File: config.mk
export PLATFORM = sky130hd
export DESIGN_NAME = bvc_top
export DESIGN_NICKNAME = d
export VERILOG_FILES = /design/src/include/bvc_pkg.sv /design/src/include/bvc_ramp_if.sv /design/src/verilog/bvc_ramp.sv /design/src/verilog/bvc_top.sv
export SDC_FILE = /design/constraint.sdc
export NUM_CORES = 1
export LEC_CHECK = 0
export ABC_CLOCK_PERIOD_IN_PS = 3100
export BUFFER_PORTS_ARGS = -buffer_cell sky130_fd_sc_hd__buf_2
export CORE_MARGIN = 4
export CORE_UTILIZATION = 40
export CTS_CLUSTER_SIZE = 12
export DETAILED_ROUTE_END_ITERATION = 10
export GPL_TIMING_DRIVEN = 0
export PLACE_DENSITY_LB_ADDON = 0.25
export SYNTH_ARGS = -nofsm -noshare
export SYNTH_HDL_FRONTEND = slang
export SYNTH_HIERARCHICAL = 1
export SYNTH_SLANG_ARGS = --single-unit
File: constraint.sdc
create_clock -name clk -period 3.1 [get_ports clk]
set_clock_uncertainty 0.1 [all_clocks]
set_input_delay 0.31 -clock clk [delete_from_list [all_inputs] [get_ports clk]]
set_output_delay 0.31 -clock clk [all_outputs]
set_load 0.005 [all_outputs]
File: src/include/bvc_pkg.sv
package bvc_pkg;
    // register offsets
    localparam logic [3:0] OFS_LOW_SEL = 4'h0;
    localparam logic [3:0] OFS_HIGH_SEL = 4'h1;
    localparam logic [3:0] OFS_CTL_ONE = 4'h2;
    localparam logic [3:0] OFS_PRODUCT = 4'h3;
    localparam logic [3:0] OFS_REVISION = 4'h4;
    localparam logic [3:0] OFS_STATUS = 4'h5;
    // reset values
    localparam logic [7:0] RST_SETPOINT = 8'h14;
    localparam logic [7:0] RST_CTL_ONE = 8'h92;
    // control and status field positions
    localparam int BIT_DISCHARGE = 7;
    localparam int BIT_SLEW_HI = 6;
    localparam int BIT_SLEW_LO = 4;
    localparam int BIT_SOFT_RESTART = 2;
    localparam int BIT_HIGH_MODE = 1;
    localparam int BIT_LOW_MODE = 0;
    localparam int BIT_RESTART_SEEN = 2;
    localparam logic [7:0] CTL_WRITE_MASK = 8'hF3;
    // identity fields, values arbitrary
    localparam logic [5:0] PRODUCT_FIXED = 6'h2A;
    localparam logic [1:0] PRODUCT_CODE = 2'h2;
    localparam logic [5:0] REVISION_FIXED = 6'h00;
    localparam logic [1:0] REVISION_CODE = 2'h3;
    // serial address 1010000
    localparam logic [6:0] DEV_ADDR = 7'h50;
    localparam logic [3:0] BITS_PER_BYTE = 4'h8;
    // timing: one 5 mV step at 40 mV/us lasts 125 ns
    localparam int CLK_PERIOD_PS = 50000;
    localparam int RISE_STEP_PS = 125000;

    typedef enum logic [3:0] {
        BVC_IDLE,
        BVC_ADDR,
        BVC_ACK_ADDR,
        BVC_REG,
        BVC_ACK_REG,
        BVC_WDATA,
        BVC_ACK_WDATA,
        BVC_RDATA,
        BVC_ACK_RDATA
    } bvc_state_e;

    // cycles per 5 mV step; each slew code halves the rate, rounded up
    function automatic logic [9:0] step_cycles(input logic [2:0] code);
        int t;
        t = ((RISE_STEP_PS << code) + CLK_PERIOD_PS - 1) / CLK_PERIOD_PS;
        return 10'(t);
    endfunction
endpackage

File: src/include/bvc_ramp_if.sv
`timescale 1ns/1ps
interface bvc_ramp_if;
    logic [7:0] target_code;
    logic [2:0] rise_slew_code;
    logic [7:0] applied_code;
    logic rising;
    modport ctl (output target_code, output rise_slew_code, input applied_code, input rising);
    modport ramp (input target_code, input rise_slew_code, output applied_code, output rising);
endinterface

File: src/verilog/bvc_ramp.sv
`timescale 1ns/1ps
module bvc_ramp (
    input wire logic clk,
    input wire logic rst_n,
    bvc_ramp_if.ramp rif
);
    logic [7:0] applied_q;
    logic [9:0] timer_q;
    logic rising_q;

    assign rif.applied_code = applied_q;
    assign rif.rising = rising_q;

    // upward changes step 5 mV per slew interval, downward changes jump
    always_ff @(posedge clk or negedge rst_n) begin
        if (!rst_n) begin
            applied_q <= bvc_pkg::RST_SETPOINT;
            timer_q <= 10'h000;
            rising_q <= 1'b0;
        end else if (rif.target_code > applied_q) begin
            rising_q <= 1'b1;
            if (timer_q + 10'h001 >= bvc_pkg::step_cycles(rif.rise_slew_code)) begin
                applied_q <= applied_q + 8'h01;
                timer_q <= 10'h000;
            end else begin
                timer_q <= timer_q + 10'h001;
            end
        end else begin
            rising_q <= 1'b0;
            applied_q <= rif.target_code;
            timer_q <= 10'h000;
        end
    end
endmodule

File: src/verilog/bvc_top.sv
// Function
// - pin low selects low set point, 0.5 V plus code times 5 mV.
// - pin high selects high set point, same code-to-voltage mapping.
// - both set points reset to code 0x14, i.e. 0.600 V.
// - control register resets to 0x92: discharge on, slew 001, modes 1 and 0.
// - rising changes ramp at rate from bits 6:4, 40 down to 0.3125 mV/us.
// - writing 1 to control bit 2 resets registers; bit then clears itself.
// - pin high: bit 1 zero gives auto PWM/PFM, one gives continuous PWM.
// - bit 0 holds the mode for pin low, same coding.
// - product identity read-only: code in bits 1:0, fixed bits 7:2.
// - revision identity read-only: code in bits 1:0, zero bits above.
// - soft reset sets status bit 2, which clears when the status register is read.
`timescale 1ns/1ps
module bvc_top (
    input wire logic clk,
    input wire logic rst_b,
    input wire logic scl_i,
    input wire logic sda_i,
    output logic sda_o,
    output logic sda_oe_b,
    input wire logic level_sel,
    output logic [7:0] applied_code,
    output logic rise_active,
    output logic cont_pwm,
    output logic discharge_en,
    output logic restart_seen
);
    logic rst_meta_q;
    logic rst_n_q;
    logic scl_q;
    logic sda_q;
    bvc_pkg::bvc_state_e state_q;
    logic [3:0] cnt_q;
    logic [7:0] sh_q;
    logic [7:0] tx_q;
    logic [3:0] ptr_q;
    logic rd_q;
    logic drive_low_q;
    logic wr_stb_q;
    logic [3:0] wr_addr_q;
    logic [7:0] wr_data_q;
    logic status_read_q;
    logic [7:0] low_setpoint_code_q;
    logic [7:0] high_setpoint_code_q;
    logic [7:0] ctl_q;
    logic soft_restart_trigger_q;
    logic restart_seen_q;
    logic cont_pwm_q;
    logic discharge_q;
    logic [7:0] applied_q;
    logic rising_q;
    logic sda_out_q;
    logic scl_rise;
    logic scl_fall;
    logic start_seen;
    logic stop_seen;
    logic soft_reset;
    logic [7:0] rd_val;

    bvc_ramp_if rif ();

    bvc_ramp u_ramp (
        .clk(clk),
        .rst_n(rst_n_q),
        .rif(rif.ramp)
    );

    always_ff @(posedge clk or negedge rst_b) begin
        if (!rst_b) begin
            rst_meta_q <= 1'b0;
            rst_n_q <= 1'b0;
        end else begin
            rst_meta_q <= 1'b1;
            rst_n_q <= rst_meta_q;
        end
    end

    function automatic logic [7:0] read_reg(
        input logic [3:0] a,
        input logic [7:0] lo,
        input logic [7:0] hi,
        input logic [7:0] ctl,
        input logic trig,
        input logic seen
    );
        logic [7:0] v;
        v = 8'h00;
        case (a)
            bvc_pkg::OFS_LOW_SEL: v = lo;
            bvc_pkg::OFS_HIGH_SEL: v = hi;
            bvc_pkg::OFS_CTL_ONE: begin
                v = ctl & bvc_pkg::CTL_WRITE_MASK;
                v[bvc_pkg::BIT_SOFT_RESTART] = trig;
            end
            bvc_pkg::OFS_PRODUCT: v = {bvc_pkg::PRODUCT_FIXED, bvc_pkg::PRODUCT_CODE};
            bvc_pkg::OFS_REVISION: v = {bvc_pkg::REVISION_FIXED, bvc_pkg::REVISION_CODE};
            bvc_pkg::OFS_STATUS: v[bvc_pkg::BIT_RESTART_SEEN] = seen;
            default: v = 8'h00;
        endcase
        return v;
    endfunction

    // bus line sampling and edge detection
    always_ff @(posedge clk or negedge rst_n_q) begin
        if (!rst_n_q) begin
            scl_q <= 1'b1;
            sda_q <= 1'b1;
        end else begin
            scl_q <= scl_i;
            sda_q <= sda_i;
        end
    end

    assign scl_rise = scl_i & ~scl_q;
    assign scl_fall = ~scl_i & scl_q;
    assign start_seen = scl_i & scl_q & sda_q & ~sda_i;
    assign stop_seen = scl_i & scl_q & ~sda_q & sda_i;

    assign rd_val = read_reg(ptr_q, low_setpoint_code_q, high_setpoint_code_q, ctl_q,
        soft_restart_trigger_q, restart_seen_q);

    // serial slave sequencing
    always_ff @(posedge clk or negedge rst_n_q) begin
        if (!rst_n_q) begin
            state_q <= bvc_pkg::BVC_IDLE;
            cnt_q <= 4'h0;
            sh_q <= 8'h00;
            tx_q <= 8'h00;
            ptr_q <= 4'h0;
            rd_q <= 1'b0;
            drive_low_q <= 1'b0;
            wr_stb_q <= 1'b0;
            wr_addr_q <= 4'h0;
            wr_data_q <= 8'h00;
            status_read_q <= 1'b0;
        end else begin
            wr_stb_q <= 1'b0;
            status_read_q <= 1'b0;
            if (start_seen) begin
                state_q <= bvc_pkg::BVC_ADDR;
                cnt_q <= 4'h0;
                drive_low_q <= 1'b0;
            end else if (stop_seen) begin
                state_q <= bvc_pkg::BVC_IDLE;
                drive_low_q <= 1'b0;
            end else begin
                case (state_q)
                    bvc_pkg::BVC_ADDR, bvc_pkg::BVC_REG, bvc_pkg::BVC_WDATA: begin
                        if (scl_rise) begin
                            sh_q <= {sh_q[6:0], sda_i};
                            cnt_q <= cnt_q + 4'h1;
                        end else if (scl_fall && cnt_q == bvc_pkg::BITS_PER_BYTE) begin
                            cnt_q <= 4'h0;
                            if (state_q == bvc_pkg::BVC_ADDR) begin
                                if (sh_q[7:1] == bvc_pkg::DEV_ADDR) begin
                                    state_q <= bvc_pkg::BVC_ACK_ADDR;
                                    rd_q <= sh_q[0];
                                    drive_low_q <= 1'b1;
                                end else begin
                                    state_q <= bvc_pkg::BVC_IDLE;
                                end
                            end else if (state_q == bvc_pkg::BVC_REG) begin
                                state_q <= bvc_pkg::BVC_ACK_REG;
                                drive_low_q <= 1'b1;
                            end else begin
                                state_q <= bvc_pkg::BVC_ACK_WDATA;
                                drive_low_q <= 1'b1;
                            end
                        end
                    end
                    bvc_pkg::BVC_ACK_ADDR: begin
                        if (scl_fall) begin
                            if (rd_q) begin
                                state_q <= bvc_pkg::BVC_RDATA;
                                tx_q <= rd_val;
                                status_read_q <= (ptr_q == bvc_pkg::OFS_STATUS);
                                drive_low_q <= ~rd_val[7];
                                ptr_q <= ptr_q + 4'h1;
                            end else begin
                                state_q <= bvc_pkg::BVC_REG;
                                drive_low_q <= 1'b0;
                            end
                        end
                    end
                    bvc_pkg::BVC_ACK_REG: begin
                        if (scl_fall) begin
                            ptr_q <= sh_q[3:0];
                            state_q <= bvc_pkg::BVC_WDATA;
                            drive_low_q <= 1'b0;
                        end
                    end
                    bvc_pkg::BVC_ACK_WDATA: begin
                        if (scl_fall) begin
                            wr_stb_q <= 1'b1;
                            wr_addr_q <= ptr_q;
                            wr_data_q <= sh_q;
                            ptr_q <= ptr_q + 4'h1;
                            state_q <= bvc_pkg::BVC_WDATA;
                            drive_low_q <= 1'b0;
                        end
                    end
                    bvc_pkg::BVC_RDATA: begin
                        if (scl_rise) begin
                            cnt_q <= cnt_q + 4'h1;
                        end else if (scl_fall) begin
                            if (cnt_q == bvc_pkg::BITS_PER_BYTE) begin
                                state_q <= bvc_pkg::BVC_ACK_RDATA;
                                drive_low_q <= 1'b0;
                                rd_q <= 1'b0;
                            end else begin
                                tx_q <= {tx_q[6:0], 1'b0};
                                drive_low_q <= ~tx_q[6];
                            end
                        end
                    end
                    bvc_pkg::BVC_ACK_RDATA: begin
                        if (scl_rise) begin
                            rd_q <= ~sda_i;
                            if (sda_i) begin
                                state_q <= bvc_pkg::BVC_IDLE;
                            end
                        end else if (scl_fall && rd_q) begin
                            state_q <= bvc_pkg::BVC_RDATA;
                            cnt_q <= 4'h0;
                            tx_q <= rd_val;
                            status_read_q <= (ptr_q == bvc_pkg::OFS_STATUS);
                            drive_low_q <= ~rd_val[7];
                            ptr_q <= ptr_q + 4'h1;
                        end
                    end
                    default: begin
                        drive_low_q <= 1'b0;
                    end
                endcase
            end
        end
    end

    assign soft_reset = wr_stb_q && wr_addr_q == bvc_pkg::OFS_CTL_ONE
        && wr_data_q[bvc_pkg::BIT_SOFT_RESTART];

    // register bank
    always_ff @(posedge clk or negedge rst_n_q) begin
        if (!rst_n_q) begin
            low_setpoint_code_q <= bvc_pkg::RST_SETPOINT;
            high_setpoint_code_q <= bvc_pkg::RST_SETPOINT;
            ctl_q <= bvc_pkg::RST_CTL_ONE;
        end else if (soft_reset) begin
            low_setpoint_code_q <= bvc_pkg::RST_SETPOINT;
            high_setpoint_code_q <= bvc_pkg::RST_SETPOINT;
            ctl_q <= bvc_pkg::RST_CTL_ONE;
        end else if (wr_stb_q) begin
            case (wr_addr_q)
                bvc_pkg::OFS_LOW_SEL: low_setpoint_code_q <= wr_data_q;
                bvc_pkg::OFS_HIGH_SEL: high_setpoint_code_q <= wr_data_q;
                bvc_pkg::OFS_CTL_ONE: ctl_q <= wr_data_q & bvc_pkg::CTL_WRITE_MASK;
                default: ctl_q <= ctl_q;
            endcase
        end
    end

    // self-clearing trigger and restart flag, set wins over read clear
    always_ff @(posedge clk or negedge rst_n_q) begin
        if (!rst_n_q) begin
            soft_restart_trigger_q <= 1'b0;
            restart_seen_q <= 1'b0;
        end else begin
            soft_restart_trigger_q <= soft_reset;
            if (soft_reset) begin
                restart_seen_q <= 1'b1;
            end else if (status_read_q) begin
                restart_seen_q <= 1'b0;
            end
        end
    end

    assign rif.target_code = level_sel ? high_setpoint_code_q : low_setpoint_code_q;
    assign rif.rise_slew_code = ctl_q[bvc_pkg::BIT_SLEW_HI:bvc_pkg::BIT_SLEW_LO];

    // converter-facing outputs and serial data output
    always_ff @(posedge clk or negedge rst_n_q) begin
        if (!rst_n_q) begin
            cont_pwm_q <= 1'b0;
            discharge_q <= 1'b0;
            applied_q <= bvc_pkg::RST_SETPOINT;
            rising_q <= 1'b0;
            sda_out_q <= 1'b0;
        end else begin
            cont_pwm_q <= level_sel ? ctl_q[bvc_pkg::BIT_HIGH_MODE]
                : ctl_q[bvc_pkg::BIT_LOW_MODE];
            discharge_q <= ctl_q[bvc_pkg::BIT_DISCHARGE];
            applied_q <= rif.applied_code;
            rising_q <= rif.rising;
            sda_out_q <= 1'b0;
        end
    end

    assign sda_o = sda_out_q;
    assign sda_oe_b = ~drive_low_q;
    assign applied_code = applied_q;
    assign rise_active = rising_q;
    assign cont_pwm = cont_pwm_q;
    assign discharge_en = discharge_q;
    assign restart_seen = restart_seen_q;
endmodule

# Word level (Yosys, flattened, before mapping)
# Index checks and enable logic that the tools add are counted.
# W data, S select, Z words.
[op_classes] addsub=6 div=1 order_cmp=2 n_eq_ne=50 n_shift=1 mux=96 bitwise=16 n_reduce_logical=29
[op_table] cell="$mux W4" n=26
[op_table] cell="$mux W8" n=12
[op_table] cell="$mux W7" n=7
[op_table] cell="$mux W1" n=36
[op_table] cell="$ne A4 B4 Y1 const B" n=9
[op_table] cell="$ne A2 B2 Y1 const B" n=17
[op_table] cell="$add A32 B17 Y32 const B" n=1
[op_table] cell="$div A32 B17 Y32 const B" n=1
[op_table] cell="$shl A17 B3 Y32 const A" n=1
[op_table] cell="$sub A32 B2 Y32 const B" n=1
[op_table] cell="$eq A4 B3 Y1 const B" n=6
[op_table] cell="$pmux W7 S3" n=1
[op_table] cell="$eq A4 B2 Y1 const B" n=5
[op_table] cell="$mux W10" n=2
[op_table] cell="$pmux W4 S5" n=1
[op_table] cell="$pmux W5 S4" n=1
[op_table] cell="$reduce_and A10 Y1" n=2
[op_table] cell="$reduce_and A9 Y1" n=2
[op_table] cell="$pmux W4 S4" n=1
[op_table] cell="$ne A5 B5 Y1 const B" n=3
[op_table] cell="$eq A4 B1 Y1 const B" n=3
[op_table] cell="$pmux W4 S3" n=1
[op_table] cell="$reduce_and A11 Y1" n=1
[op_table] cell="$add A10 B1 Y10 const B" n=1
[op_table] cell="28 further kinds" n=60
[totals] ff_bits=103 input_bits=5 out_inout_bits=14 wordCells=228

# Logic depth before layout (Yosys ltp)
# Gate-level depths: netlist (run 1).
[logic_depth] ltp_word=8 mapped_depth=51 mapped_depth_nobuf=46

# Cells and area by module
# The synthesis (run 1) kept the hierarchy.
[modules_own_cells] module="bvc_ramp" n_inst=1 cells_per_inst=646 area_per_inst_um2=4664.5 seq_area_each_um2=478.0
[modules_own_cells] module="bvc_top" n_inst=1 cells_per_inst=396 area_per_inst_um2=4149.0 seq_area_each_um2=2065.7

# Worst setup path after synthesis (run 1)
# Ideal clock, no wire load.
[synth_timing] kind="reg2reg" start="register ctl_q[4]" end="register u_ramp.applied_q[6] (netlist: u_ramp/rif.applied_code[6])" setup_ns=0.121 arrival_ns=8.700 setup_slack_ns=-5.821 path_stages_with_launch=47 path_buffers=5 synth_period_minus_slack_ns=8.921 path_cell_list="dfstp_2 -> buf_2 -> inv_1 -> clkbuf_1 -> ha_1 -> and4b_4 -> buf_6 -> a2111oi_4 -> a31oi_1 -> or3_1 -> a311o_1 -> a211o_1 -> a21bo_1 -> and3_4 -> o32ai_4 -> buf_6 -> inv_6 -> nor2_1 -> (+11 left out) -> nand3_1 -> o2111ai_1 -> o211ai_2 -> ha_1 -> nand2b_1 -> a21o_1 -> a21o_1 -> a21oi_1 -> nor2b_1 -> o21ai_0 -> nand2b_1 -> a21oi_1 -> nor2b_1 -> o21ai_0 -> nand2b_1 -> a211o_1 -> clkbuf_1 -> a22o_1"
[synth_between] elab_chain_len=6
[synth_rtl] element="start, declared" line_no="bvc_top.sv:45" text="logic [7:0] ctl_q;"
[synth_rtl] element="start signal, assigned" line_no="bvc_top.sv:247" text="ctl_q <= bvc_pkg::RST_CTL_ONE;"
[synth_rtl] element="start signal, assigned" line_no="bvc_top.sv:251" text="ctl_q <= bvc_pkg::RST_CTL_ONE;"
[synth_rtl] element="start signal, assigned" line_no="bvc_top.sv:256" text="bvc_pkg::OFS_CTL_ONE: ctl_q <= wr_data_q & bvc_pkg::CTL_WRITE_MASK;"
[synth_rtl] element="$shl A17 B3 Y32" line_no="bvc_pkg.sv:48" text="t = ((RISE_STEP_PS << code) + CLK_PERIOD_PS - 1) / CLK_PERIOD_PS;"
[synth_rtl] element="$add A32 B17 Y32" line_no="bvc_pkg.sv:48"
[synth_rtl] element="$sub A32 B2 Y32" line_no="bvc_pkg.sv:48"
[synth_rtl] element="$div A32 B17 Y32" line_no="bvc_pkg.sv:48"
[synth_rtl] element="$ge A10 B10 Y1" line_no="bvc_ramp.sv:22" text="if (timer_q + 10'h001 >= bvc_pkg::step_cycles(rif.rise_slew_code)) begin"
[synth_rtl] element="$ne A2 B2 Y1 (no line)"
[synth_rtl] element="end signal, assigned" line_no="bvc_ramp.sv:17" text="applied_q <= bvc_pkg::RST_SETPOINT;"
[synth_rtl] element="end signal, assigned" line_no="bvc_ramp.sv:23" text="applied_q <= applied_q + 8'h01;"
[synth_rtl] element="end signal, assigned" line_no="bvc_ramp.sv:30" text="applied_q <= rif.target_code;"
[synth_rtl] element="end, declared" line_no="bvc_ramp.sv:7" text="logic [7:0] applied_q;"
# No other way between the ends.
# A chain may end at the register's enable or synchronous reset.

# Worst setup path in the final report (run 1)
[layout_timing] start="register ctl_q[4]" end="register u_ramp.applied_q[5] (netlist: u_ramp/rif.applied_code[5])"
# Same word-level chain as after synthesis.

==> run metrics, run 1 <==
status=finished with violations; failing checks=negative setup slack; Area growth syn-to-layout=19.4%; utilization after layout=48.4%; fin crit period=8.67 ns; multi-input logic area=0.00616 mm2; pwr/cell area=468 mW/mm2; first-pass GRT wire length=41.2 mm; DRC=0; clock sinks=101; final WL=24.9 mm; Leak=4.46 nW; Synth Warn #=6; Placed Area=0.00940 mm2; fin crit share=280%; CTS Buf Count=9; Sequential Area=0.00255 mm2; Post-Syn Nets=1087; gpl congestion=0.908; Slew HR=40.1%; IO Port Bufs=16; worst hold slack=0.151 ns; ANT nets after route=0; post-DP HPWL=18.0 mm; register area share after synthesis=28.9%; Syn Area/Cell=8.46 um2; synthesized area=0.00881 mm2; Inst Count DP=1339; number of synthesized flops with an enable pin=0; Least-Margin Pin Slew=0.892 ns; n_diodes=0; Crit path largest cell delay=0.58 ns; initial core utilization=40.5%; All-Layer GR Usage=20.4%; maximum clock rate=0.115 GHz; io pins=19; Vias/cell=5.90; fin worst setup slack=-5.57 ns; endpoints failing setup=18; commonest non-fill, non-tap cell in the layout=nand2_1; critical path's top delay family=compound AO/OA/AOI/OAI gates; fin nets=1169; Max Cap Viol=0; core area=0.0218 mm2; layout filler cell count=2107; post-synthesis cell type count=110; hold violation count in the final report=0; Crit-path slowest cell=dfstp_2; Seq cells post-synth=101; Chip Width=156 um; initial antenna violation count=0; Clock Latency Late Sink=0.36 ns; CP startpoint kind=flip-flop; Synth Instances=1042; Iteration-0 DRC Markers=727; CTS tree=yes; DR WL/cell=17.7 um; routed via count=8316; gr ovfl total=0; vias in the first global route=7999; Async SR Flop Fraction=100%; Worst EP required=3.25 ns; Hold Path Class=input port to asynchronous set/reset pin; worst vdd ir=0.000454 V; setup repair after global routing missed its margin=true; fin. max-slew vios=0; Buf/Inv on CP=8; die extent in y=156 um; Crit path top cell by count=a21oi_2; Crit path arrival time=8.81 ns; die area=0.0245 mm2; clock buffer depth=2; worst-path fanout max=8; Main synth FF type=dfrtp_1; CP endpoint kind=flip-flop; Clk pin slew, worst setup/hold paths=0.08 ns; largest net degree at the start of global routing=71; share of cells above drive strength 1=24.3%; TritonRoute pass-1 iters=5; H-tree lvl count=3; design area=0.0105 mm2; final cell count without fillers=1409; most frequent cells in the layout=nand2_1 (88), dfrtp_1 (85), o21ai_0 (79); Setup CP Type=flip-flop to flip-flop; clock root buffer=clkbuf_16; std cell rows=54
worst register-to-register path, delay by kind of cell, from the launching register on:
family	cells	cell delay, ns
AND/OR/NAND/NOR	14	1.99
XOR/XNOR	1	0.22
flip-flops	1	0.58
multiplexers	1	0.20
buffers and inverters	8	0.98
adder cells (fa/ha/maj)	4	0.91
AO/OA/AOI/OAI	20	3.56
per-stage QoR:
step	setup TNS, ns	setup slack (ns)	power [W]
floorplan	-90.01	-5.10	0.00312
global placement	-220.94	-6.44	0.00355
detailed placement	-114.49	-6.45	0.00358
CTS	-94.32	-5.32	0.00489
global route	-106.48	-5.99	0.00531
finish	-99.07	-5.57	0.00493
cells in the mapped netlist (11+ instances only):
library cell / number / area (um2)
a21oi_1: 57 / 285
nand3_1: 42 / 210
nor2_1: 74 / 278
nand2_1: 91 / 342
a21o_1: 11 / 82.6
mux2_2: 36 / 405
a31oi_1: 13 / 81.3
nand2b_1: 20 / 125
dfstp_2: 13 / 342
xor2_1: 11 / 96.3
mux2i_1: 27 / 270
dfrtp_1: 88 / 2200
ha_1: 40 / 500
xnor2_1: 24 / 210
nor3_1: 23 / 115
or3_1: 11 / 68.8
nor2b_1: 23 / 144
clkbuf_1: 31 / 116
inv_1: 36 / 135
o211ai_1: 13 / 97.6
o21ai_0: 87 / 435
buf_2: 20 / 100
per-layer routing:
metal / GRT usage (%) / wire (um) / vias to the layer above
li1: - / - / 4041
met2: 34.6 / 12200 / 231
met3: 2.41 / 1150 / 38
met5: 0 / 0 / -
met1: 27.7 / 11100 / 4006
met4: 5.62 / 476 / 0
state kept, by name, indices dropped and copies added, names as in the netlist, 6 cells and up:
register and count:
u_ramp/timer_q 10, applied_code 8, high_setpoint_code_q 8, low_setpoint_code_q 8, sh_q 8, u_ramp/rif.applied_code 8, wr_data_q 8, tx_q 7
ctl_q 6
kinds of logic after synthesis:
kind of cell | synth area share, %
muxes | 7.92
adders and majority gates | 5.79
other | 0.128
and+or+nand+nor | 22.2
DFF | 28.9
AOI/OAI and AO/OA | 26.2
xor gates and xnor gates | 3.48
buffers and inverters | 5.39
power breakdown:
group	internal [W]	total [W]	leakage, nW	switching (W)
registers	0.00161	0.00186	1.31	0.000259
logic	0.000864	0.00192	2.99	0.00106
clock network	0.000577	0.00114	0.151	0.000562
timing repair:
action,in CTS,in global routing
endpoints found under the hold margin,4,0
cloned,2,0
buffers inserted,43,9
pin swaps,26,18
endpoints found under the setup margin,18,19
hold buffers,3,0
gates resized for setup,58,30
path summary, 6_finish.rpt:
check / end / startpoint / depth (start not counted) / slack (ns)
max reg2reg: u_ramp/rif.applied_code[5] / ctl_q[4] / 48 / -5.57
min: rst_n_q / rst_b / 2 / 0.15
max: u_ramp/rif.applied_code[5] / ctl_q[4] / 48 / -5.57
min in group clk: rst_n_q / rst_meta_q / 0 / 0.26
min reg2reg: wr_addr_q[3] / rst_n_q / 0 / 0.16
max in group asynchronous: u_ramp/rif.applied_code[4] / rst_n_q / 1 / 2.01
cell type report:
cell class	instances	area share (%)
Clock buffer	9	2.14
Clock inverter	7	0.761
Tap cell	280	3.33
Sequential cell	101	24.2
Timing Repair Buffer	73	5.25
Multi-Input combinational cell	835	58.5
Buffer	60	4.04
Inverter	44	1.75
No activity file was read; power rests on OpenSTA's default activity.
==> inputs of run 2 (changes only) <==
CTS_BUF_LIST = sky130_fd_sc_hd__clkbuf_2 sky130_fd_sc_hd__clkbuf_4 sky130_fd_sc_hd__clkbuf_8   (was unset)
==> run 2 against run 1 <==
The run still ends with negative setup slack left; clock power shrank 24%; total power shrank 5.8%; sequential cell count is the same; sequential power is essentially flat; wire length grew 2.0%; final area grew 1.9%; die area is the same; combinational power is essentially flat; core utilization grew 0.90 points; setup slack lost 0.12 ns; worst hold slack lost 0.044 ns; via count grew 1.4%.
==> run metrics, run 2 (synthesis results as in run 1) <==
initial core utilization=40.5% (unchanged); Iteration-0 DRC Markers=712 (-2.1%); CTS tree=yes; clock buffer depth=2 (unchanged); reg-to-reg startpoint=ctl_q[4]; path depth of the worst reg2reg path=48 (unchanged); Chip Width=156 um (unchanged); Inst Count DP=1339 (unchanged); clock sinks=101 (unchanged); io pins=19 (unchanged); Crit path largest cell delay=0.60 ns (+0.02 ns); pwr/cell area=433 mW/mm2 (-7.5%); R2R Path End=u_ramp/rif.applied_code[7]; uppermost routed layer=met4; Max Cap Viol=0 (unchanged); Slew HR=37.7% (-2.4 points); Hold Path Class=input port to asynchronous set/reset pin; final WL=25.4 mm (+2.0%); H-tree lvl count=3 (unchanged); first-pass GRT wire length=41.3 mm (+0.42%); Crit-path slowest cell=dfstp_2; gpl congestion=0.908 (unchanged); fin worst setup slack=-5.69 ns (-0.123 ns); All-Layer GR Usage=20.5% (+0.085 points); r2r setup slk=-5.69 ns (-0.12 ns); Vias/cell=5.91 (+0.19%); Worst EP required=3.27 ns (+0.02 ns); fin nets=1186 (+1.5%); clock root buffer=clkbuf_8; gr ovfl total=0 (unchanged); maximum clock rate=0.114 GHz (-1.4%); final cell count without fillers=1426 (+1.2%); share of cells above drive strength 1=27.1% (+2.9 points); routed length on met3=1.37 mm (+19%); Crit path arrival time=8.97 ns (+0.16 ns); hold violation count in the final report=0 (unchanged); commonest non-fill, non-tap cell in the layout=nand2_1; die area=0.0245 mm2 (unchanged); fin crit period=8.79 ns (+0.123 ns); routed via count=8432 (+1.4%); setup repair after global routing missed its margin=true; TritonRoute pass-1 iters=6 (+1); register bank with the most flops=u_ramp/timer_q; DRT met1 WL=11.1 mm (about the same); largest net degree at the start of global routing=71 (unchanged); layout filler cell count=2086 (-1.0%); utilization after layout=49.3% (+0.90 points); vias in the first global route=8063 (+0.80%); core area=0.0218 mm2 (unchanged); status=finished with violations; Clock Latency Late Sink=0.40 ns (+0.04 ns); fin. max-slew vios=0 (unchanged); IO Port Bufs=16 (unchanged); Clk pin slew, worst setup/hold paths=0.12 ns (+0.04 ns); worst-path fanout max=8 (unchanged); worst vdd ir=0.000429 V (-5.5%); fin crit share=284% (+4.0 points); Setup CP Type=flip-flop to flip-flop; Crit path top cell by count=a21oi_2; die extent in y=156 um (unchanged); CP startpoint kind=flip-flop; metal2 WL=12.5 mm (+2.4%); Least-Margin Pin Slew=0.927 ns (+0.0355 ns); std cell rows=54 (unchanged); most frequent cells in the layout=nand2_1 (87), dfrtp_1 (85), o21ai_0 (77); n_diodes=0 (unchanged); ANT nets after route=0 (unchanged); CTS Buf Count=9 (unchanged); CP endpoint kind=flip-flop; Area growth syn-to-layout=21.7%; DRC=0 (unchanged); Largest register FFs=10 (unchanged); post-DP HPWL=18.0 mm (unchanged); Buf/Inv on CP=8 (unchanged); Placed Area=0.00940 mm2 (unchanged); Leak=4.53 nW (+1.6%); DR WL/cell=17.8 um (+0.81%); design area=0.0107 mm2 (+1.9%); failing checks=negative setup slack; critical path's top delay family=compound AO/OA/AOI/OAI gates; initial antenna violation count=0 (unchanged); endpoints failing setup=18 (unchanged)
## run 2: routing by layer
metal	up-vias	GRT usage, %
met5	-	0
met4	0	4.79
met3	41	2.90
met2	270	34.4
met1	4063	28.1
li1	4058	-
## run 2: worst max-delay path by stage
| stage | from | to | cells after the start |
|---|---|---|---|
| after floorplan | ctl_q[4] | u_ramp/rif.applied_code[6] | 46 |
| after global placement | ctl_q[6] | u_ramp/rif.applied_code[2] | 42 |
| after detailed placement | ctl_q[6] | u_ramp/rif.applied_code[2] | 42 |
| after CTS | ctl_q[4] | u_ramp/rif.applied_code[6] | 46 |
| after global routing | ctl_q[4] | u_ramp/rif.applied_code[7] | 49 |
| final | ctl_q[4] | u_ramp/rif.applied_code[7] | 48 |
## run 2: power breakdown
part	total [W]	leakage (nW)	internal, W	switching (W)
Clock	0.000861	0.105	0.000324	0.000537
Sequential	0.00187	1.31	0.00160	0.000262
Combinational	0.00191	3.11	0.000856	0.00106
Total	0.00464	4.53	0.00278	0.00186
## run 2: through the flow
| stage | hold slack [ns] | setup WS, ns | total power (W) | TNS, ns |
|---|---|---|---|---|
| finish | 0.107 | -5.69 | 0.00464 | -100.52 |
| global route | 0.105 | -6.03 | 0.00501 | -106.91 |
| CTS | 0.0798 | -5.40 | 0.00458 | -95.74 |
| detailed placement | -0.00299 | -6.45 | 0.00358 | -114.49 |
| global placement | -0.00321 | -6.44 | 0.00355 | -220.94 |
| floorplan | -0.0856 | -5.10 | 0.00312 | -90.01 |
## run 2: cell type report
type,count,area (um2),area share (%)
tap,280,350,3.27
timing repair buffer,90,687,6.41
multi-input combinational,835,6310,58.8
buffer,60,434,4.05
sequential,101,2550,23.8
clock buffer,9,124,1.16
clock inverter,7,80.1,0.747
inverter,44,191,1.79
## run 2: what timing repair did
action / in CTS / in global routing
setup endpoints to repair: 18 / 19
hold endpoints to repair: 4 / 0
cloned: 2 / 0
pin swaps: 38 / 46
hold buffers: 3 / 0
buffers inserted: 47 / 23
gates resized for setup: 65 / 53
